[src/hdl/pll_lock_pkg.sv]
// register map, field positions, mode codes and timing counts for the pll divider block
// assumes one 50 MHz clock domain and a plain strobed register port
package pll_lock_pkg;
	localparam int unsigned ADDR_W = 10;
	localparam int unsigned DATA_W = 8;

	localparam logic [9:0] OFS_R_LO        = 10'h011;
	localparam logic [9:0] OFS_R_HI        = 10'h012;
	localparam logic [9:0] OFS_A_CNT       = 10'h013;
	localparam logic [9:0] OFS_B_LO        = 10'h014;
	localparam logic [9:0] OFS_B_HI        = 10'h015;
	localparam logic [9:0] OFS_PRESCALER   = 10'h016;
	localparam logic [9:0] OFS_ABP_STATUS  = 10'h017;
	localparam logic [9:0] OFS_LOCK_CFG    = 10'h018;
	localparam logic [9:0] OFS_DELAY_RESET = 10'h019;
	localparam logic [9:0] OFS_LD_SEL      = 10'h01A;
	localparam logic [9:0] OFS_MON_SEL     = 10'h01B;
	localparam logic [9:0] OFS_LOCK_STATUS = 10'h01F;

	localparam int unsigned R_W = 14;
	localparam int unsigned B_W = 13;
	localparam int unsigned A_W = 6;

	// lock_detect_config fields
	localparam int unsigned LCK_CNT_LSB = 5;
	localparam int unsigned LCK_WIN_BIT = 4;
	localparam int unsigned LCK_DIS_BIT = 3;
	// divider_delay_pin_reset_ctrl fields; STAT_SEL_LSB is a field of the OFS_ABP_STATUS register
	localparam int unsigned SYNC_RST_LSB = 6;
	localparam int unsigned RDLY_LSB     = 3;
	localparam int unsigned NDLY_LSB     = 0;
	localparam int unsigned STAT_SEL_LSB = 2;

	localparam logic [1:0] SYNC_RST_OFF  = 2'h0;
	localparam logic [1:0] SYNC_RST_ALL  = 2'h1;
	localparam logic [1:0] SYNC_RST_R    = 2'h2;
	localparam logic [1:0] SYNC_RST_N    = 2'h3;

	localparam logic [5:0] LD_SEL_DLD     = 6'h00;
	localparam logic [5:0] LD_SEL_ALD_NCH = 6'h01;
	localparam logic [5:0] LD_SEL_ALD_PCH = 6'h02;
	localparam logic [5:0] LD_SEL_CUR_SRC = 6'h04;

	localparam logic [5:0] MON_SEL_LOW    = 6'h00;
	localparam logic [5:0] MON_SEL_DLD    = 6'h01;
	localparam logic [5:0] MON_SEL_COMP   = 6'h02;
	localparam logic [5:0] MON_SEL_COMP_N = 6'h03;

	localparam logic [7:0] RST_VAL_REG    = 8'h00;
	localparam logic [2:0] PSC_RST        = 3'h0;

	// phase windows in clock cycles and lock cycle counts; unlock window is lock window doubled
	localparam logic [7:0] LOCK_BASE_HIGH = 8'h08;
	localparam logic [7:0] LOCK_BASE_LOW  = 8'h03;
	localparam logic [7:0] CNT_NEED_0     = 8'h05;
	localparam logic [7:0] CNT_NEED_1     = 8'h10;
	localparam logic [7:0] CNT_NEED_2     = 8'h40;
	localparam logic [7:0] CNT_NEED_3     = 8'hFF;

	// delay cell span: about 1 ns over eight codes, one clock step per code here
	localparam real DELAY_SPAN_NS = 1.0;
	localparam int unsigned DELAY_TAPS = 8;

	typedef enum logic [2:0] {
		PSC_FD1, PSC_FD2, PSC_DM2, PSC_DM4, PSC_DM8, PSC_DM16, PSC_DM32, PSC_FD3
	} prescaler_mode_t;

	typedef enum {PH_IDLE, PH_WAIT_FB, PH_WAIT_REF} phase_state_t;

	typedef struct packed {
		logic [ADDR_W-1:0] addr;
		logic [DATA_W-1:0] wdata;
		logic              wr;
		logic              rd;
	} reg_req_t;

	typedef struct packed {
		logic out;
		logic oe;
		logic src_en;
	} ld_pin_t;
endpackage

[src/hdl/pll_divider_lock_detect.sv]
// feedback and reference dividers, path delays, digital lock detector and pin routing
// assumes divider input pins toggle slower than a quarter of i_clock; pin levels are
// resolved outside from out/oe/src_en
// Function
// - sync pin resets R, A, B together
// - sync pin reset disabled after reset
// - three-bit delay cell in each path
// - cycle in lock when edge gap small
// - unlock window wider than lock window
// - lock after programmable consecutive good cycles
// - one cycle beyond unlock drops lock
// - windows from range bit and antibacklash
// - lock result routable to three pins
// - pull-down mode rests high, low pulses
// - pull-up mode rests low, high pulses
// - current source chosen by ld select
// - source current when locked, else ground
// - momentary unlock discharges pin at once
// - ld comparator on monitor or status
// - fixed divide ignores swallow counter
// - feedback ratio is P times B plus A
// - 14-bit reference divider, 0 and 1 divide-by-one
//
// Strobed register access is this design's own decision.
`timescale 1ns/1ps
`default_nettype none
module pll_divider_lock_detect
	import pll_lock_pkg::*;
(
	input  wire logic                     i_clock,
	input  wire logic                     i_rst_n,
	input  wire pll_lock_pkg::reg_req_t   i_reg_req,
	output logic [pll_lock_pkg::DATA_W-1:0] o_reg_rdata,
	input  wire logic                     i_ref_pin,
	input  wire logic                     i_vco_pin,
	input  wire logic                     i_sync_n_pin,
	input  wire logic                     i_lock_ind_in,
	output pll_lock_pkg::ld_pin_t         o_lock_ind,
	output logic                          o_status_pin,
	output logic                          o_reference_monitor_pin,
	output logic                          o_pfd_ref_edge,
	output logic                          o_pfd_fb_edge,
	output logic                          o_digital_lock_result
);
	import pll_lock_pkg::*;

	logic [7:0] r_lo_r, r_hi_r, a_r, b_lo_r, b_hi_r, psc_r;
	logic [7:0] abp_stat_r, lock_cfg_r, dly_rst_r, ld_sel_r, mon_sel_r;

	// pin synchronisers: three flops, value accepted when stages two and three agree
	localparam int unsigned NPIN = 4;
	logic [NPIN-1:0] pin_raw, pin_s1, pin_s2, pin_s3, pin_q, pin_prev;
	assign pin_raw = {i_lock_ind_in, i_sync_n_pin, i_vco_pin, i_ref_pin};

	genvar gi;
	generate
		for (gi = 0; gi < NPIN; gi++) begin : g_pin
			always_ff @(posedge i_clock) begin
				if (!i_rst_n) begin
					pin_s1[gi]   <= 1'b0;
					pin_s2[gi]   <= 1'b0;
					pin_s3[gi]   <= 1'b0;
					pin_q[gi]    <= 1'b0;
					pin_prev[gi] <= 1'b0;
				end else begin
					pin_s1[gi] <= pin_raw[gi];
					pin_s2[gi] <= pin_s1[gi];
					pin_s3[gi] <= pin_s2[gi];
					if (pin_s2[gi] == pin_s3[gi]) begin
						pin_q[gi] <= pin_s3[gi];
					end
					pin_prev[gi] <= pin_q[gi];
				end
			end
		end
	endgenerate

	logic ref_rise, vco_rise, sync_act, ld_comp;
	assign ref_rise = pin_q[0] & ~pin_prev[0];
	assign vco_rise = pin_q[1] & ~pin_prev[1];
	assign sync_act = ~pin_q[2];
	assign ld_comp  = pin_q[3];

	// register write port
	always_ff @(posedge i_clock) begin
		if (!i_rst_n) begin
			r_lo_r     <= RST_VAL_REG;
			r_hi_r     <= RST_VAL_REG;
			a_r        <= RST_VAL_REG;
			b_lo_r     <= RST_VAL_REG;
			b_hi_r     <= RST_VAL_REG;
			psc_r      <= RST_VAL_REG;
			abp_stat_r <= RST_VAL_REG;
			lock_cfg_r <= RST_VAL_REG;
			dly_rst_r  <= RST_VAL_REG;
			ld_sel_r   <= RST_VAL_REG;
			mon_sel_r  <= RST_VAL_REG;
		end else if (i_reg_req.wr) begin
			case (i_reg_req.addr)
				OFS_R_LO:        r_lo_r     <= i_reg_req.wdata;
				OFS_R_HI:        r_hi_r     <= {2'h0, i_reg_req.wdata[5:0]};
				OFS_A_CNT:       a_r        <= {2'h0, i_reg_req.wdata[5:0]};
				OFS_B_LO:        b_lo_r     <= i_reg_req.wdata;
				OFS_B_HI:        b_hi_r     <= {3'h0, i_reg_req.wdata[4:0]};
				OFS_PRESCALER:   psc_r      <= {5'h00, i_reg_req.wdata[2:0]};
				OFS_ABP_STATUS:  abp_stat_r <= i_reg_req.wdata;
				OFS_LOCK_CFG:    lock_cfg_r <= i_reg_req.wdata;
				OFS_DELAY_RESET: dly_rst_r  <= i_reg_req.wdata;
				OFS_LD_SEL:      ld_sel_r   <= {2'h0, i_reg_req.wdata[5:0]};
				OFS_MON_SEL:     mon_sel_r  <= i_reg_req.wdata;
				default:         ;
			endcase
		end
	end

	logic dld_r;

	// read data stand only in the cycle after the strobe; unmapped reads give zero
	always_ff @(posedge i_clock) begin
		if (!i_rst_n) begin
			o_reg_rdata <= 8'h00;
		end else if (i_reg_req.rd) begin
			case (i_reg_req.addr)
				OFS_R_LO:        o_reg_rdata <= r_lo_r;
				OFS_R_HI:        o_reg_rdata <= r_hi_r;
				OFS_A_CNT:       o_reg_rdata <= a_r;
				OFS_B_LO:        o_reg_rdata <= b_lo_r;
				OFS_B_HI:        o_reg_rdata <= b_hi_r;
				OFS_PRESCALER:   o_reg_rdata <= psc_r;
				OFS_ABP_STATUS:  o_reg_rdata <= abp_stat_r;
				OFS_LOCK_CFG:    o_reg_rdata <= lock_cfg_r;
				OFS_DELAY_RESET: o_reg_rdata <= dly_rst_r;
				OFS_LD_SEL:      o_reg_rdata <= ld_sel_r;
				OFS_MON_SEL:     o_reg_rdata <= mon_sel_r;
				OFS_LOCK_STATUS: o_reg_rdata <= {5'h00, sync_act, ld_comp, dld_r};
				default:         o_reg_rdata <= 8'h00;
			endcase
		end else begin
			o_reg_rdata <= 8'h00;
		end
	end

	// sync pin counter reset, gated by the two-bit control field
	logic [1:0] sync_mode;
	logic       rst_r_cnt, rst_n_cnt;
	assign sync_mode = dly_rst_r[SYNC_RST_LSB +: 2];
	assign rst_r_cnt = sync_act & (sync_mode == SYNC_RST_ALL | sync_mode == SYNC_RST_R);
	assign rst_n_cnt = sync_act & (sync_mode == SYNC_RST_ALL | sync_mode == SYNC_RST_N);

	// reference divider
	logic [R_W-1:0] r_val, r_div, r_cnt_r;
	logic           r_pulse;
	assign r_val   = {r_hi_r[5:0], r_lo_r};
	assign r_div   = (r_val <= 14'h0001) ? 14'h0001 : r_val;
	// >= so a count left above a newly written, smaller ratio ends at once instead of wrapping
	assign r_pulse = ref_rise & ~rst_r_cnt & (r_cnt_r >= r_div - 14'h0001);

	always_ff @(posedge i_clock) begin
		if (!i_rst_n) begin
			r_cnt_r <= '0;
		end else if (rst_r_cnt) begin
			r_cnt_r <= '0;
		end else if (ref_rise) begin
			r_cnt_r <= r_pulse ? '0 : r_cnt_r + 14'h0001;
		end
	end

	// prescaler and swallow/main counters
	prescaler_mode_t psc_mode;
	logic       dual_mod;
	logic [5:0] p_val, modulus;
	logic [5:0] psc_cnt_r;
	logic [A_W-1:0] a_val, a_cnt_r;
	logic [B_W-1:0] b_val, b_div, b_cnt_r;
	logic       psc_pulse, n_pulse;

	assign psc_mode = prescaler_mode_t'(psc_r[2:0]);

	always_comb begin
		dual_mod = 1'b1;
		case (psc_mode)
			PSC_FD1: begin
				p_val    = 6'd1;
				dual_mod = 1'b0;
			end
			PSC_FD2: begin
				p_val    = 6'd2;
				dual_mod = 1'b0;
			end
			PSC_FD3: begin
				p_val    = 6'd3;
				dual_mod = 1'b0;
			end
			PSC_DM2:  p_val = 6'd2;
			PSC_DM4:  p_val = 6'd4;
			PSC_DM8:  p_val = 6'd8;
			PSC_DM16: p_val = 6'd16;
			PSC_DM32: p_val = 6'd32;
			default: begin
				p_val    = 6'd1;
				dual_mod = 1'b0;
			end
		endcase
	end

	assign a_val = dual_mod ? a_r[5:0] : '0;
	assign b_val = {b_hi_r[4:0], b_lo_r};
	assign b_div = (b_val == '0) ? 13'h0001 : b_val;
	// swallow cycles use P+1 until A main pulses are done: N = P*B + A
	assign modulus   = (a_cnt_r < a_val) ? p_val + 6'd1 : p_val;
	assign psc_pulse = vco_rise & ~rst_n_cnt & (psc_cnt_r >= modulus - 6'd1);
	assign n_pulse   = psc_pulse & (b_cnt_r >= b_div - 13'h0001);

	always_ff @(posedge i_clock) begin
		if (!i_rst_n) begin
			psc_cnt_r <= '0;
		end else if (rst_n_cnt) begin
			psc_cnt_r <= '0;
		end else if (vco_rise) begin
			psc_cnt_r <= psc_pulse ? '0 : psc_cnt_r + 6'd1;
		end
	end

	always_ff @(posedge i_clock) begin
		if (!i_rst_n) begin
			b_cnt_r <= '0;
			a_cnt_r <= '0;
		end else if (rst_n_cnt) begin
			b_cnt_r <= '0;
			a_cnt_r <= '0;
		end else if (n_pulse) begin
			b_cnt_r <= '0;
			a_cnt_r <= '0;
		end else if (psc_pulse) begin
			b_cnt_r <= b_cnt_r + 13'h0001;
			if (a_cnt_r < a_val) begin
				a_cnt_r <= a_cnt_r + 6'd1;
			end
		end
	end

	// programmable delay cells, one clock step per code
	logic [DELAY_TAPS-1:0] r_dly_r, n_dly_r;
	logic [2:0] r_code, n_code;
	logic       ref_edge, fb_edge;
	assign r_code = dly_rst_r[RDLY_LSB +: 3];
	assign n_code = dly_rst_r[NDLY_LSB +: 3];

	always_ff @(posedge i_clock) begin
		if (!i_rst_n) begin
			r_dly_r <= '0;
			n_dly_r <= '0;
		end else begin
			r_dly_r <= {r_dly_r[DELAY_TAPS-2:0], r_pulse};
			n_dly_r <= {n_dly_r[DELAY_TAPS-2:0], n_pulse};
		end
	end

	assign ref_edge = (r_code == 3'h0) ? r_pulse : r_dly_r[r_code - 3'h1];
	assign fb_edge  = (n_code == 3'h0) ? n_pulse : n_dly_r[n_code - 3'h1];

	// edge spacing measurement between the two detector inputs
	logic [7:0] lock_thr, unlock_thr, need_cnt;
	assign lock_thr   = (lock_cfg_r[LCK_WIN_BIT] ? LOCK_BASE_LOW : LOCK_BASE_HIGH)
		+ {6'h00, abp_stat_r[1:0]};
	assign unlock_thr = {lock_thr[6:0], 1'b0};

	always_comb begin
		case (lock_cfg_r[LCK_CNT_LSB +: 2])
			2'h0:    need_cnt = CNT_NEED_0;
			2'h1:    need_cnt = CNT_NEED_1;
			2'h2:    need_cnt = CNT_NEED_2;
			default: need_cnt = CNT_NEED_3;
		endcase
	end

	phase_state_t ph_r;
	logic [7:0] gap_r;
	logic       res_valid, res_in, res_out;

	// a waiting edge that passes the unlock window closes the cycle as out of window;
	// keeps the next same-side edge from arriving before that happens
	always_comb begin
		res_valid = 1'b0;
		res_in    = 1'b0;
		res_out   = 1'b0;
		case (ph_r)
			PH_IDLE: begin
				if (ref_edge & fb_edge) begin
					res_valid = 1'b1;
					res_in    = 1'b1;
				end
			end
			PH_WAIT_FB, PH_WAIT_REF: begin
				if ((ph_r == PH_WAIT_FB) ? fb_edge : ref_edge) begin
					res_valid = 1'b1;
					res_in    = gap_r < lock_thr;
					res_out   = gap_r > unlock_thr;
				end else if (gap_r > unlock_thr) begin
					res_valid = 1'b1;
					res_out   = 1'b1;
				end
			end
			default: ;
		endcase
	end

	always_ff @(posedge i_clock) begin
		if (!i_rst_n) begin
			ph_r  <= PH_IDLE;
			gap_r <= '0;
		end else begin
			case (ph_r)
				PH_IDLE: begin
					gap_r <= 8'h01;
					if (ref_edge & ~fb_edge) begin
						ph_r <= PH_WAIT_FB;
					end else if (fb_edge & ~ref_edge) begin
						ph_r <= PH_WAIT_REF;
					end
				end
				PH_WAIT_FB, PH_WAIT_REF: begin
					if (res_valid) begin
						ph_r <= PH_IDLE;
					end else begin
						gap_r <= gap_r + 8'h01;
					end
				end
				default: ph_r <= PH_IDLE;
			endcase
		end
	end

	// digital lock with consecutive-cycle qualification and single-miss release
	logic [7:0] good_cnt_r;
	always_ff @(posedge i_clock) begin
		if (!i_rst_n) begin
			dld_r      <= 1'b0;
			good_cnt_r <= '0;
		end else if (lock_cfg_r[LCK_DIS_BIT]) begin
			dld_r      <= 1'b0;
			good_cnt_r <= '0;
		end else if (res_valid) begin
			if (!dld_r) begin
				if (res_in) begin
					if (good_cnt_r + 8'h01 >= need_cnt) begin
						dld_r      <= 1'b1;
						good_cnt_r <= '0;
					end else begin
						good_cnt_r <= good_cnt_r + 8'h01;
					end
				end else begin
					good_cnt_r <= '0;
				end
			end else if (res_out) begin
				dld_r <= 1'b0;
			end
		end
	end

	// pin routing; the analog pulse is the time one detector edge waits for the other
	logic pfd_busy;
	assign pfd_busy = (ph_r != PH_IDLE);

	always_ff @(posedge i_clock) begin
		if (!i_rst_n) begin
			o_lock_ind <= '{out: 1'b0, oe: 1'b1, src_en: 1'b0};
		end else begin
			case (ld_sel_r[5:0])
				LD_SEL_DLD:     o_lock_ind <= '{out: dld_r, oe: 1'b1, src_en: 1'b0};
				LD_SEL_ALD_NCH: o_lock_ind <= '{out: 1'b0, oe: pfd_busy, src_en: 1'b0};
				LD_SEL_ALD_PCH: o_lock_ind <= '{out: 1'b1, oe: pfd_busy, src_en: 1'b0};
				// ground drive ends charging the moment lock drops
				LD_SEL_CUR_SRC: o_lock_ind <= '{out: 1'b0, oe: ~dld_r, src_en: dld_r};
				default:        o_lock_ind <= '{out: 1'b0, oe: 1'b1, src_en: 1'b0};
			endcase
		end
	end

	function automatic logic mon_pick(input logic [5:0] sel, input logic digital_lock_result,
		input logic comp);
		case (sel)
			MON_SEL_DLD:    mon_pick = digital_lock_result;
			MON_SEL_COMP:   mon_pick = comp;
			MON_SEL_COMP_N: mon_pick = ~comp;
			default:        mon_pick = 1'b0;
		endcase
	endfunction

	always_ff @(posedge i_clock) begin
		if (!i_rst_n) begin
			o_status_pin            <= 1'b0;
			o_reference_monitor_pin <= 1'b0;
			o_pfd_ref_edge          <= 1'b0;
			o_pfd_fb_edge           <= 1'b0;
			o_digital_lock_result   <= 1'b0;
		end else begin
			o_status_pin            <= mon_pick(abp_stat_r[STAT_SEL_LSB +: 6], dld_r, ld_comp);
			o_reference_monitor_pin <= mon_pick({1'b0, mon_sel_r[4:0]}, dld_r, ld_comp);
			o_pfd_ref_edge          <= ref_edge;
			o_pfd_fb_edge           <= fb_edge;
			o_digital_lock_result   <= dld_r;
		end
	end
endmodule
`default_nettype wire

[config.mk]
export PLATFORM = sky130hd
export DESIGN_NAME = pll_divider_lock_detect
export DESIGN_NICKNAME = d
export VERILOG_FILES = /design/src/hdl/pll_lock_pkg.sv /design/src/hdl/pll_divider_lock_detect.sv
export SDC_FILE = /design/constraint.sdc
export NUM_CORES = 1
export LEC_CHECK = 0
export BUFFER_PORTS_ARGS = -buffer_cell sky130_fd_sc_hd__buf_4
export CORE_MARGIN = 3
export CORE_UTILIZATION = 55
export DETAILED_ROUTE_END_ITERATION = 16
export GPL_TIMING_DRIVEN = 1
export PLACE_DENSITY = 0.71
export SYNTH_ARGS = -nofsm -noshare
export SYNTH_HDL_FRONTEND = slang
export SYNTH_SLANG_ARGS = --single-unit
export TNS_END_PERCENT = 50
[constraint.sdc]
create_clock -name i_clock -period 5.35 [get_ports i_clock]
set_clock_uncertainty 0.2 [all_clocks]
set_input_delay 0.535 -clock i_clock [delete_from_list [all_inputs] [get_ports i_clock]]
set_output_delay 0.535 -clock i_clock [all_outputs]
set_load 0.01 [all_outputs]
# Word level (Yosys, flattened, before mapping)
# Cells that the tools add are included.
# totals
reg_bits	212
output_inout_bits	16
wordCells	210
# classes
addsub	13
magnitude_cmp	10
eq_ne	43
n_mux	40
bitwise	24
n_reduce_logical	32
# ops
operator	n
$eq 10x5->1 const B	12
$mux 32	3
$pmux 8 s12	1
$eq 32x2->1 const B	2
$pmux 32 s2	1
$pmux 6 s7	1
$eq 32x1->1 const B	1
$logic_not 32->1	1
$reduce_and 2->1	16
$reduce_bool 32->1	1
$mux 14	2
$mux 8	3
$pmux 8 s3	1
$add 6x1->6 const B	3
$eq 6x2->1 const B	3
$mux 6	3
$add 8x1->8 const B	2
$pmux 8 s2	1
$mux 1	15
$add 14x1->14 const B	1
$ge 14x14->1	1
$le 14x1->1 const B	1
$sub 14x1->14 const B	1
$add 13x1->13 const B	1
other kinds (39)	85

# Depth between registers and ports, before layout
# Gate-level depths: netlist of the first run.
# depth
word_depth	15
depth_mapped	24
depth_no_buf	23

# Worst setup path after synthesis of the first run
# OpenSTA, ideal clock, no wires.
# synth_path
kind	reg2reg
start	register psc_r[0]
end	register gap_r[6]
setup_ns	0.115
arrival_ns	4.323
path_slack_ns	0.712
path_stages_with_launch	25
path_buffers	2
synth_period_minus_slack_ns	4.638
path_cell_list	dfxtp_1 -> buf_2 -> and2_4 -> a21oi_1 -> nand2_1 -> ha_1 -> a211oi_1 -> nor2_1 -> nor3_1 -> clkbuf_1 -> nor2_1 -> a22oi_1 -> ha_1 -> a21oi_1 -> o22ai_1 -> o21a_1 -> o21bai_1 -> nand2_1 -> a21oi_1 -> ha_1 -> nand2_1 -> nand4b_1 -> a31oi_2 -> nor2b_1 -> and3_1
# synth_between
elab_chain_cells	15
# synth_lines
item	line_no	source
from (decl)	pll_divider_lock_detect.sv:47	logic [7:0] r_lo_r, r_hi_r, a_r, b_lo_r, b_hi_r, psc_r;
from (signal assigned)	pll_divider_lock_detect.sv:105	OFS_PRESCALER: psc_r <= {5'h00, i_reg_req.wdata[2:0]};
$eq 3x2->1 (tied with other cells)	pll_divider_lock_detect.sv:181	case (psc_mode)
$reduce_or 2->1 (no source line) / $reduce_or 3->1 (equally long branches)	-	
$pmux 6 s7 / $mux 6 (equally long branches)	pll_divider_lock_detect.sv:181, pll_divider_lock_detect.sv:206	
$add 6x1->6 / $lt 6x6->1 (equally long branches)	pll_divider_lock_detect.sv:210	assign modulus = (a_cnt_r < a_val) ? p_val + 6'd1 : p_val;
$mux 6 *	pll_divider_lock_detect.sv:210	
$sub 6x1->6 *	pll_divider_lock_detect.sv:211	assign psc_pulse = vco_rise & ~rst_n_cnt & (psc_cnt_r >= modulus - 6'd1);
$ge 6x6->1 *	pll_divider_lock_detect.sv:211	
$and 1x1->1 *	pll_divider_lock_detect.sv:211	
$and 1x1->1 *	pll_divider_lock_detect.sv:212	assign n_pulse = psc_pulse & (b_cnt_r >= b_div - 13'h0001);
$mux 1 *	pll_divider_lock_detect.sv:260	assign fb_edge = (n_code == 3'h0) ? n_pulse : n_dly_r[n_code - 3'h1];
named net fb_edge	pll_divider_lock_detect.sv:245	logic ref_edge, fb_edge;
$mux 1 / $and 1x1->1 (equally long branches)	pll_divider_lock_detect.sv:295, pll_divider_lock_detect.sv:289	
$mux 1 (on tied branches)	pll_divider_lock_detect.sv:295, pll_divider_lock_detect.sv:289	
$pmux 1 s2 *	pll_divider_lock_detect.sv:287	case (ph_r)
$ne 2x2->1 (no source line) *	-	
$reduce_and 2->1 (no source line) *	-	
to (signal assigned)	pll_divider_lock_detect.sv:326	gap_r <= gap_r + 8'h01;
to (decl)	pll_divider_lock_detect.sv:278	logic [7:0] gap_r;
# Mark *: on every way through the listed nets, which the timed path passes. The rest lies on a longest branch.
# A chain may end at the register's enable or synchronous reset.

# Worst setup path in the final report of the first run
# layout_path
start	register r_lo_r[7]
end	register good_cnt_r[2]
# layout_between
elab_chain_cells	10
# layout_lines
item	line_no	source
from (decl)	pll_divider_lock_detect.sv:47	
from (signal assigned)	pll_divider_lock_detect.sv:100	OFS_R_LO: r_lo_r <= i_reg_req.wdata;
$le 14x1->1	pll_divider_lock_detect.sv:154	assign r_div = (r_val <= 14'h0001) ? 14'h0001 : r_val;
$mux 14 *	pll_divider_lock_detect.sv:154	
$sub 14x1->14 *	pll_divider_lock_detect.sv:156	assign r_pulse = ref_rise & ~rst_r_cnt & (r_cnt_r >= r_div - 14'h0001);
$ge 14x14->1 *	pll_divider_lock_detect.sv:156	
$and 1x1->1 *	pll_divider_lock_detect.sv:156	
$mux 1 *	pll_divider_lock_detect.sv:259	assign ref_edge = (r_code == 3'h0) ? r_pulse : r_dly_r[r_code - 3'h1];
$mux 1 / $and 1x1->1 (equally long branches)	pll_divider_lock_detect.sv:295, pll_divider_lock_detect.sv:289	
$mux 1 (on tied branches)	pll_divider_lock_detect.sv:295, pll_divider_lock_detect.sv:289	
$pmux 1 s2	pll_divider_lock_detect.sv:287	
$mux 8 / $reduce_and 2->1 (equally long branches)	-	
to (signal assigned)	pll_divider_lock_detect.sv:350	good_cnt_r <= good_cnt_r + 8'h01;
to (decl)	pll_divider_lock_detect.sv:335	logic [7:0] good_cnt_r;
# Every way passes the cells marked *; elsewhere a longest branch is shown, timed or not.

==> metrics.csv, run 1 <==
stage,metric,value,unit
status,status,finished clean,
worst_setup_path,crit_family,simple AND/OR/NAND/NOR gates,
clocking,tritoncts,yes,
power,leakagePower,4.01,nW
sta,tns,0,ps
synthesis,synth_edf_count,0,
power,p_sw_frac,0.239,
global_routing,grt_pass1_vias,7859,
global_routing,grt_usage,0.256,
final_layout,mostFrequentLayoutCells,"181 x dfxtp_1, 174 x nand2_1, 104 x a21oi_1, 90 x nor2_1, 82 x nand3_1",
power,p_int,2.13,mW
final_layout,finalNetCount,1282,
clocking,htree_levels,4,
clocking,cts.clk_slew.worst_paths,70,ps
drt,routed_wl,25.0,mm
worst_hold_path,hp-class,in -> reg,
power,vdd_drop_max,221,uV
worst_setup_path,crit_arrival,5200,ps
worst_setup_path,crit_path_frequent_cell,ha_1,
synthesis,synth-simple-area-share,0.256,
global_routing,antenna_found_initial,0,
synthesis,syn_inst,1168,
floorplan,fp.dieArea,19300,um^2
synthesis,synth_top_family_by_area,simple AND/OR/NAND/NOR gates,
power,switchingPower,669,uW
floorplan,core_area,16900,um^2
worst_setup_path,max_stage_delay,600,ps
floorplan,start_util,0.572,
synthesis,ys_ff_latch,182,
synthesis,synthTopCellsByArea,"dfxtp_1 38%, ha_1 9.7%, nand2_1 6.8%, a21oi_1 5.4%, nand3_1 4.2%",
drt,antenna_left,0,
worst_setup_path,path_cells,"or4_1, nor3_2, a31oi_4, ha_1, nand2b_1, or3_1, nor3_1, xnor2_1, ha_1, nand4_1, nor2_1, o21ai_1, o32a_1, nor4_1, or2_2, ha_1, nand2_1, or4_1, nand2_2, a221o_1",
power,power,2.80,mW
final_layout,antenna_cells,0,
drt,drt-wirelength-per-cell,17.7,um
sta,setup_violations,0,
sta,worst_pin_slew,1250,ps
synthesis,yosysUniqueCellTypes,68,
global_routing,grt-ovfl-total,0,
drt,first_pass_iters,6,
worst_setup_path,critPathRequiredTime,5530,ps
drt,drc,0,
synthesis,avgSynthCellArea,8.30,um^2
floorplan,die_y,139,um
final_layout,layout-drive-gt1-share,0.0956,
clocking,numCtsBuffers,17,
worst_setup_path,crit_fanout,7,
sta,slew_violations,0,
power,p_comb_frac,0.054,
placed_design,portBuffers,41,
synthesis,synth_top_area_cell,dfxtp_1,
worst_setup_path,worstSetupPathType,reg -> reg,
global_routing,grt_start_max_net_pins,53,
floorplan,ioPinCount,42,
sta,fin_ws,332,ps
final_layout,final_common_cell,dfxtp_1,
synthesis,synth_top_area_share,0.376,
power,power.density,260,nW/um^2
drt,viasPerCell,5.97,
worst_setup_path,start_kind,flip-flop,
synthesis,syn_nets,1270,
sta,fmaxAchievable,0.199,GHz
floorplan,std_cell_rows,47,
clocking,clk_path_buf_depth,2,
drt,vias,8442,
synthesis,netlist_area,9690,um^2
sta,hold_viol,0,
placed_design,place_congestion,0.927,
sta,relSlewSlack,0.162,
drt,drt_iter0_drc,863,
final_layout,synthToLayoutAreaGrowth,11.1,%
power,power_frac_clock,0.455,
synthesis,ys_seq_area_frac,0.376,
placed_design,pre_cts_slack,199,ps
sta,fin_crit_sh,0.938,
run,maxCapViolations,0,
synthesis,synth_ff_type,dfxtp_1,
final_layout,fillers,1447,
sta,whs,108,ps
worst_setup_path,path_buf_inv,0,
synthesis,synth_compound_area_frac,0.153,
synthesis,synth_xor_area_frac,0.0515,
floorplan,fp.dieW,139,um
global_routing,grt_pass1_wl,40.4,mm
sta,period_needed,5020,ps
synthesis,synthMuxAreaShare,0.0307,
clocking,cts_root_buffer,clkbuf_16,
clocking,clock-sinks,182,
worst_setup_path,end_kind,flip-flop,
clocking,clkLatencyLatePin,440,ps
power,p_seq_frac,0.491,
clocking,ctsHoldBuffers,0,
synthesis,async_flop_share,0,
worst_setup_path,critPathSlowestCell,or4_1,
synthesis,synth_fa_ha_area_frac,0.0989,
synthesis,yosys_warnings,0,
placed_design,dp_hpwl,17.9,mm
-- Yosys cell counts (6+ instances only) --
| cell | n |
|---|---|
| dfxtp_1 | 182 |
| nand2_1 | 175 |
| a21oi_1 | 105 |
| nand4_1 | 17 |
| a22o_1 | 7 |
| nand3_1 | 82 |
| o21ai_0 | 33 |
| and3_1 | 12 |
| nand2b_1 | 20 |
| nor3_1 | 21 |
| and2_1 | 38 |
| a31oi_1 | 7 |
| a22oi_1 | 18 |
| a211oi_1 | 8 |
| inv_1 | 30 |
| or3_1 | 10 |
| xor2_1 | 29 |
| mux4_2 | 6 |
| nor2b_1 | 11 |
| ha_1 | 75 |
| nor3b_1 | 6 |
| mux2i_1 | 8 |
| nor2_1 | 90 |
| xnor2_1 | 28 |
| o211ai_1 | 7 |
| clkbuf_1 | 51 |
| nand3b_1 | 6 |
| nor4_1 | 15 |
-- cells by family after synthesis --
group | Yosys count
buffers and inverters | 86
XOR/XNOR | 57
AO/OA/AOI/OAI | 230
flip-flops | 182
AND/OR/NAND/NOR | 517
adder cells (fa/ha/maj) | 76
multiplexers | 20
-- power groups by stage --
stage | Combinational [mW] | Sequential (mW) | Clock, mW
after floorplan | 0.100 | 1.40 | 0
after global placement | 0.147 | 1.40 | 0
after detailed placement | 0.147 | 1.40 | 0
after CTS | 0.147 | 1.37 | 1.29
after global routing | 0.164 | 1.37 | 1.36
final | 0.150 | 1.37 | 1.27
-- layout make-up --
cell class | count | area, um^2 | area share
Inverter | 30 | 113 | 0.0105
Timing Repair Buffer | 49 | 368 | 0.0342
Multi-Input combinational cell | 900 | 5780 | 0.537
Sequential cell | 182 | 3640 | 0.338
Tap cell | 220 | 275 | 0.0256
Clock buffer | 21 | 450 | 0.0418
Clock inverter | 11 | 140 | 0.0130
-- worst paths after layout --
path / from / to / slack, ps / cells past startpoint
worst max-delay path: r_lo_r[7]$_SDFFE_PN0P_ / good_cnt_r[2]$_SDFFE_PP0P_ / 330 / 20
worst min-delay path: i_vco_pin / pin_s1[1]$_SDFF_PN0_ / 110 / 2
worst max register to register: r_lo_r[7]$_SDFFE_PN0P_ / good_cnt_r[2]$_SDFFE_PP0P_ / 330 / 20
worst min register to register: pin_s1[1]$_SDFF_PN0_ / pin_s2[1]$_SDFF_PN0_ / 240 / 1
-- registers in the layout (all words and copies together), names as in the netlist, 8 cells and up --
name and count:
r_cnt_r 14, b_cnt_r 13, gap_r 8, mon_sel_r 8, abp_stat_r 8, n_dly_r 8
r_lo_r 8, o_reg_rdata 8, b_lo_r 8, good_cnt_r 8, dly_rst_r 8, r_dly_r 8
lock_cfg_r 8
-- layer usage --
| layer | track usage | share of wire |
|---|---|---|
| met1 | 0.336 | 0.44 |
| met2 | 0.417 | 0.46 |
| met3 | 0.0576 | 0.065 |
| met4 | 0.0927 | 0.029 |
| met5 | 0 | 0 |
-- worst reg2reg max path: stages, from the launching register on --
cell and delay, ps:
dfxtp_1 380, or4_1 600, nor3_2 300, a31oi_4 160
ha_1 250, nand2b_1 120, or3_1 180, nor3_1 80
xnor2_1 150, ha_1 300, nand4_1 120, nor2_1 100
o21ai_1 70, o32a_1 380, nor4_1 260, or2_2 210
ha_1 150, nand2_1 100, or4_1 560, nand2_2 160
a221o_1 150
-- through the flow --
stage / utilization / instance area, um^2 / instances
global placement: 0.597 / 10100 / 1380
detailed placement: 0.597 / 10100 / 1380
floorplan: - / 9690 / 1168
finish: 0.636 / 10800 / 1413
CTS: 0.632 / 10700 / 1412
global route: 0.636 / 10800 / 1413
-- timing repair --
item | 4_1_cts | 5_1_grt
hold endpoints to repair | 0 | 0
setup endpoints to repair | 0 | 18
resized for setup | 0 | 12
buffers inserted | 0 | 1
(Power assumes the default switching activity.)
==> inputs of run 2 (changes only) <==
GPL_ROUTABILITY_DRIVEN = 0   (was unset)
clock period = 6.2 ns   (was 5.35 ns; I/O delays follow)
==> run 2 against run 1 <==
  * Core utilization fell by 0.75 points
  * Combinational power fell by 15%
  * Design area fell by 1.2%
  * Register-to-register slack improved by 550 ps
  * Clock power fell by 20%
  * Wire length fell by 0.12%
==> metrics.csv, run 2 (synthesis gave the netlist of run 1 again) <==
stage,metric,value,unit
final_layout,antenna_cells,0,
clocking,htree_levels,4,
floorplan,std_cell_rows,47,
global_routing,grt-ovfl-total,0,
global_routing,grt_usage,0.254,
clocking,cts.clk_slew.worst_paths,70,ps
global_routing,antenna_found_initial,0,
final_layout,finalNetCount,1278,
global_routing,top_usage_layer,met2,
sta,period_needed,5320,ps
sta,fin_ws,880,ps
sta,tns,0,ps
drt,drt_iter0_drc,648,
global_routing,grt_pass1_vias,7826,
worst_setup_path,critPathRequiredTime,6330,ps
final_layout,fillers,1528,
sta,whs,191,ps
worst_setup_path,start_kind,flip-flop,
worst_setup_path,end_kind,flip-flop,
global_routing,use_met1,0.340,
clocking,numCtsBuffers,17,
final_layout,design_area,10600,um^2
drt,vias,8372,
floorplan,start_util,0.572,
final_layout,final_common_cell,dfxtp_1,
sta,setup_violations,0,
placed_design,pre_cts_slack,942,ps
status,status,finished clean,
drt,routed_wl,24.9,mm
sta,fin_crit_sh,0.858,
clocking,cts_root_buffer,clkbuf_16,
final_layout,reg.largest.list,"r_cnt_r (14), b_cnt_r (13)",
clocking,clock-sinks,182,
drt,first_pass_iters,5,
final_layout,synthToLayoutAreaGrowth,9.78,%
sta,hold_viol,0,
drt,viasPerCell,5.94,
clocking,tritoncts,yes,
clocking,clk_path_buf_depth,2,
power,leakagePower,3.96,nW
sta,relSlewSlack,0.322,
worst_setup_path,crit_arrival,5450,ps
drt,drt-wirelength-per-cell,17.7,um
worst_setup_path,max_stage_delay,420,ps
drt,drc,0,
global_routing,grtUsageMet3,0.0493,
worst_setup_path,critPathSlowestCell,or3_1,
final_layout,mostFrequentLayoutCells,"182 x dfxtp_1, 175 x nand2_1, 105 x a21oi_1, 90 x nor2_1, 82 x nand3_1",
power,power.density,219,nW/um^2
sta,fmaxAchievable,0.188,GHz
final_layout,top_register,r_cnt_r,
placed_design,portBuffers,41,
sta,rsz0062_at_grt,no,
floorplan,fp.dieArea,19300,um^2
clocking,clkLatencyLatePin,430,ps
global_routing,grt_start_max_net_pins,83,
placed_design,place_area,10100,um^2
placed_design,dp_hpwl,17.8,mm
final_layout,largest_register_ffs,14,
global_routing,grt_pass1_wl,40.2,mm
floorplan,die_y,139,um
floorplan,ioPinCount,42,
power,vdd_drop_max,221,uV
final_layout,final_util,0.628,
global_routing,grt_util_met2,0.415,
worst_setup_path,path_cells,"or3_1, nor4_1, a31oi_1, ha_1, nand2b_1, or3_1, nor2_1, xnor2_1, ha_1, a211oi_1, nand2_1, nor4_1, o32a_1, nor4_1, or2_2, ha_1, nand2_1, nand4b_1, a31oi_2, nor2b_1, and3_1",
sta,worst_pin_slew,1010,ps
clocking,cts_setup_buffers,0,
floorplan,fp.dieW,139,um
clocking,cts_resized,0,
drt,antenna_left,0,
floorplan,core_area,16900,um^2
worst_hold_path,hp-class,in -> reg,
final_layout,layout-drive-gt1-share,0.0858,
worst_setup_path,worstSetupPathType,reg -> reg,
sta,slew_violations,0,
run,maxCapViolations,0,
clocking,ctsHoldBuffers,0,
worst_setup_path,crit_fanout,8,
==> run 2: layout make-up <==
type	instances	area [um^2]	area share
Multi-Input combinational cell	900	5720	0.538
Sequential cell	182	3640	0.342
Tap cell	220	275	0.0259
Clock inverter	14	120	0.0113
Inverter	30	113	0.0106
Timing Repair Buffer	45	338	0.0317
Clock buffer	18	429	0.0403
==> run 2: through the flow <==
stage	cells	power, mW
after floorplan	1168	1.29
after global placement	1377	1.34
after detailed placement	1377	1.34
after CTS	1409	2.35
after global routing	1409	2.42
final	1409	2.34
==> run 2: where the power goes <==
| group | total (mW) | internal, mW | switching [mW] | leakage, nW |
|---|---|---|---|---|
| clock | 1.02 | 0.526 | 0.499 | 0.267 |
| combinational | 0.128 | 0.0425 | 0.0851 | 2.23 |
| sequential | 1.18 | 1.18 | 0.00724 | 1.47 |
==> run 2: worst paths after layout <==
| path | endpoint | start | cells past startpoint | slack, ps |
|---|---|---|---|---|
| max | gap_r[7]$_SDFFE_PN0P_ | r_lo_r[3]$_SDFFE_PN0P_ | 21 | 880 |
| min | pin_s1[1]$_SDFF_PN0_ | i_vco_pin | 2 | 190 |
| max reg2reg | gap_r[7]$_SDFFE_PN0P_ | r_lo_r[3]$_SDFFE_PN0P_ | 21 | 880 |
| min reg2reg | pin_s2[1]$_SDFF_PN0_ | pin_s1[1]$_SDFF_PN0_ | 1 | 240 |
==> run 2: worst max-delay path: cells and delay by family, from the launching register on <==
family          cells  cell delay (ps)
compound gates      4             1280
simple gates       13             2530
fa+ha+maj           3              680
flops               1              380
xor+xnor            1              140
==> run 2: per-layer routing <==
metal / vias to the layer above / routed length [um]
met4: 0 / 720
met2: 228 / 11700
met1: 3948 / 11100
li1: 4149 / -
met3: 47 / 1350
met5: - / 0
==> inputs of run 3 (changes only) <==
==> constraint.sdc (replaced) <==
create_clock -name i_clock -period 6.2 [get_ports i_clock]
set_clock_uncertainty 0.2 [all_clocks]
set_input_delay 1.24 -clock i_clock [delete_from_list [all_inputs] [get_ports i_clock]]
set_output_delay 1.24 -clock i_clock [all_outputs]
set_load 0.01 [all_outputs]
==> run 3 against run 2 <==
  * Flip-flop and latch count did not move
  * Clock-buffer cell count rose by 1
  * Clock power up 16%
  * Highest routed layer unchanged
  * Critical path depth unchanged
  * Design area increased by 0.86%
  * Largest power group unchanged
  * Core utilization rose by 0.54 points
  * Critical endpoint is now gap_r[6]$_SDFFE_PN0P_
  * Sequential share of layout area is 0.29 points lower
  * First-iteration DRC count is 11% higher
  * Critical path type unchanged
  * Combinational power about the same
  * Global-route usage down 0.30 points
==> metrics.csv, run 3 (synthesis gave the netlist of run 1 again) <==
stage,metric,value,unit
final_layout,final_util,0.634,
worst_setup_path,crit_start,r_lo_r[3]$_SDFFE_PN0P_,
sta,period_needed,5390,ps
worst_setup_path,rrSetupSlack,810,ps
final_layout,largest_register_ffs,14,
drt,drt_iter0_drc,718,
placed_design,placed_cells,1377,
clocking,ctsHoldBuffers,0,
final_layout,synthToLayoutAreaGrowth,10.7,%
drt,viasPerCell,5.99,
placed_design,dp_hpwl,17.7,mm
sta,relSlewSlack,0.263,
final_layout,finalNetCount,1278,
worst_setup_path,max_stage_delay,420,ps
run,maxCapViolations,0,
global_routing,grt_pass1_vias,7744,
global_routing,antenna_found_initial,0,
clocking,cts_setup_buffers,0,
worst_setup_path,worstSetupPathType,reg -> reg,
clocking,clkLatencyLatePin,430,ps
floorplan,core_area,16900,um^2
worst_setup_path,start_kind,flip-flop,
worst_hold_path,hold_start,pin_s1[0]$_SDFF_PN0_,
worst_setup_path,end_kind,flip-flop,
worst_setup_path,path_cells,"or3_1, nor4_1, a31oi_1, ha_1, nand2b_1, or3_1, nor2_1, xnor2_1, ha_1, a211oi_1, nand2_1, nor4_1, o32a_1, nor4_1, or2_2, ha_1, nand2_1, nand4b_1, a31oi_2, nor2b_1, and3_1",
worst_setup_path,r2r-start,r_lo_r[3]$_SDFFE_PN0P_,
sta,tns,0,ps
final_layout,antenna_cells,0,
power,power.density,232,nW/um^2
drt,antenna_left,0,
sta,worst_pin_slew,1100,ps
worst_setup_path,critPathRequiredTime,6330,ps
clocking,numCtsBuffers,17,
final_layout,top_register,r_cnt_r,
floorplan,std_cell_rows,47,
drt,drt-wirelength-per-cell,17.6,um
sta,fmaxAchievable,0.185,GHz
worst_setup_path,rr_worst_depth,21,
drt,routed_wl,24.8,mm
clocking,tritoncts,yes,
worst_setup_path,crit_fanout,8,
final_layout,stdcell_count,1408,
floorplan,start_util,0.572,
power,leakagePower,4.01,nW
floorplan,ioPinCount,42,
clocking,cts_resized,0,
drt,vias,8436,
status,status,finished clean,
global_routing,grt_pass1_wl,39.8,mm
worst_setup_path,critPathSlowestCell,or3_1,
worst_setup_path,r2r_end,gap_r[6]$_SDFFE_PN0P_,
floorplan,fp.dieW,139,um
clocking,clock-sinks,182,
placed_design,portBuffers,41,
final_layout,mostFrequentLayoutCells,"182 x dfxtp_1, 175 x nand2_1, 105 x a21oi_1, 90 x nor2_1, 82 x nand3_1",
clocking,cts.clk_slew.worst_paths,70,ps
worst_setup_path,crit_arrival,5520,ps
floorplan,die_y,139,um
final_layout,final_common_cell,dfxtp_1,
worst_hold_path,hp-class,reg -> reg,
final_layout,reg.largest.list,"r_cnt_r (14), b_cnt_r (13)",
global_routing,grt_usage,0.251,
drt,drc,0,
sta,slew_violations,0,
placed_design,place_area,10100,um^2
clocking,clk_path_buf_depth,2,
global_routing,grt_start_max_net_pins,53,
sta,setup_violations,0,
power,power,2.49,mW
sta,hold_viol,0,
power,vdd_drop_max,203,uV
drt,first_pass_iters,6,
sta,fin_crit_sh,0.870,
sta,rsz0062_at_grt,no,
global_routing,grt-ovfl-total,0,
clocking,htree_levels,4,
clocking,cts_root_buffer,clkbuf_16,
final_layout,design_area,10700,um^2
final_layout,layout-drive-gt1-share,0.0859,
worst_setup_path,crit_end,gap_r[6]$_SDFFE_PN0P_,
floorplan,fp.dieArea,19300,um^2
run 3: changes by cell type in the layout (fill, tap and decap cells not counted), moves of 2 or more:
cell / before / now
clkbuf_8: 0 / 2
inv_8: 3 / 1
clkinv_4: 4 / 1
bufinv_16: 0 / 4
run 3: final cells by class:
type                       instances  area, um^2
multi-input combinational        900        5720
clock inverter                    12         188
inverter                          30         113
tap                              220         275
timing repair buffer              45         338
clock buffer                      19         453
sequential                       182        3640
fill                            1425        6200
run 3: report_power, final:
part / internal (mW) / switching [mW] / leakage [nW]
combinational: 0.0424 / 0.0851 / 2.23
sequential: 1.18 / 0.00748 / 1.47
clock: 0.703 / 0.478 / 0.313
total: 1.92 / 0.570 / 4.01
run 3: worst max-delay path, delay by kind of cell (launching register included):
kind / cells / cell delay [ps]
AND/OR/NAND/NOR: 13 / 2590
flip-flops: 1 / 370
adder cells (fa/ha/maj): 3 / 670
XOR/XNOR: 1 / 140
AO/OA/AOI/OAI: 4 / 1280
run 3: worst min-delay path by stage:
| stage | endpoint | cells past startpoint |
|---|---|---|
| finish | pin_s2[0]$_SDFF_PN0_ | 1 |
| global route | pin_s2[0]$_SDFF_PN0_ | 1 |
| CTS | pin_s2[0]$_SDFF_PN0_ | 1 |
| detailed placement | pin_s2[0]$_SDFF_PN0_ | 1 |
| global placement | pin_s2[2]$_SDFF_PN0_ | 1 |
| floorplan | pin_s2[0]$_SDFF_PN0_ | 1 |
run 3: layer usage:
layer,GRT usage,part of all wire
met1,0.330,0.44
met2,0.417,0.47
met3,0.0466,0.059
met4,0.0891,0.031
met5,0,0
run 3: through the flow:
step	hold WS (ps)	setup WS, ps
6_report	238	807
3_5_place_dp	224	1010
2_1_floorplan	212	1560
5_1_grt	253	300
3_3_place_gp	218	1150
4_1_cts	240	869
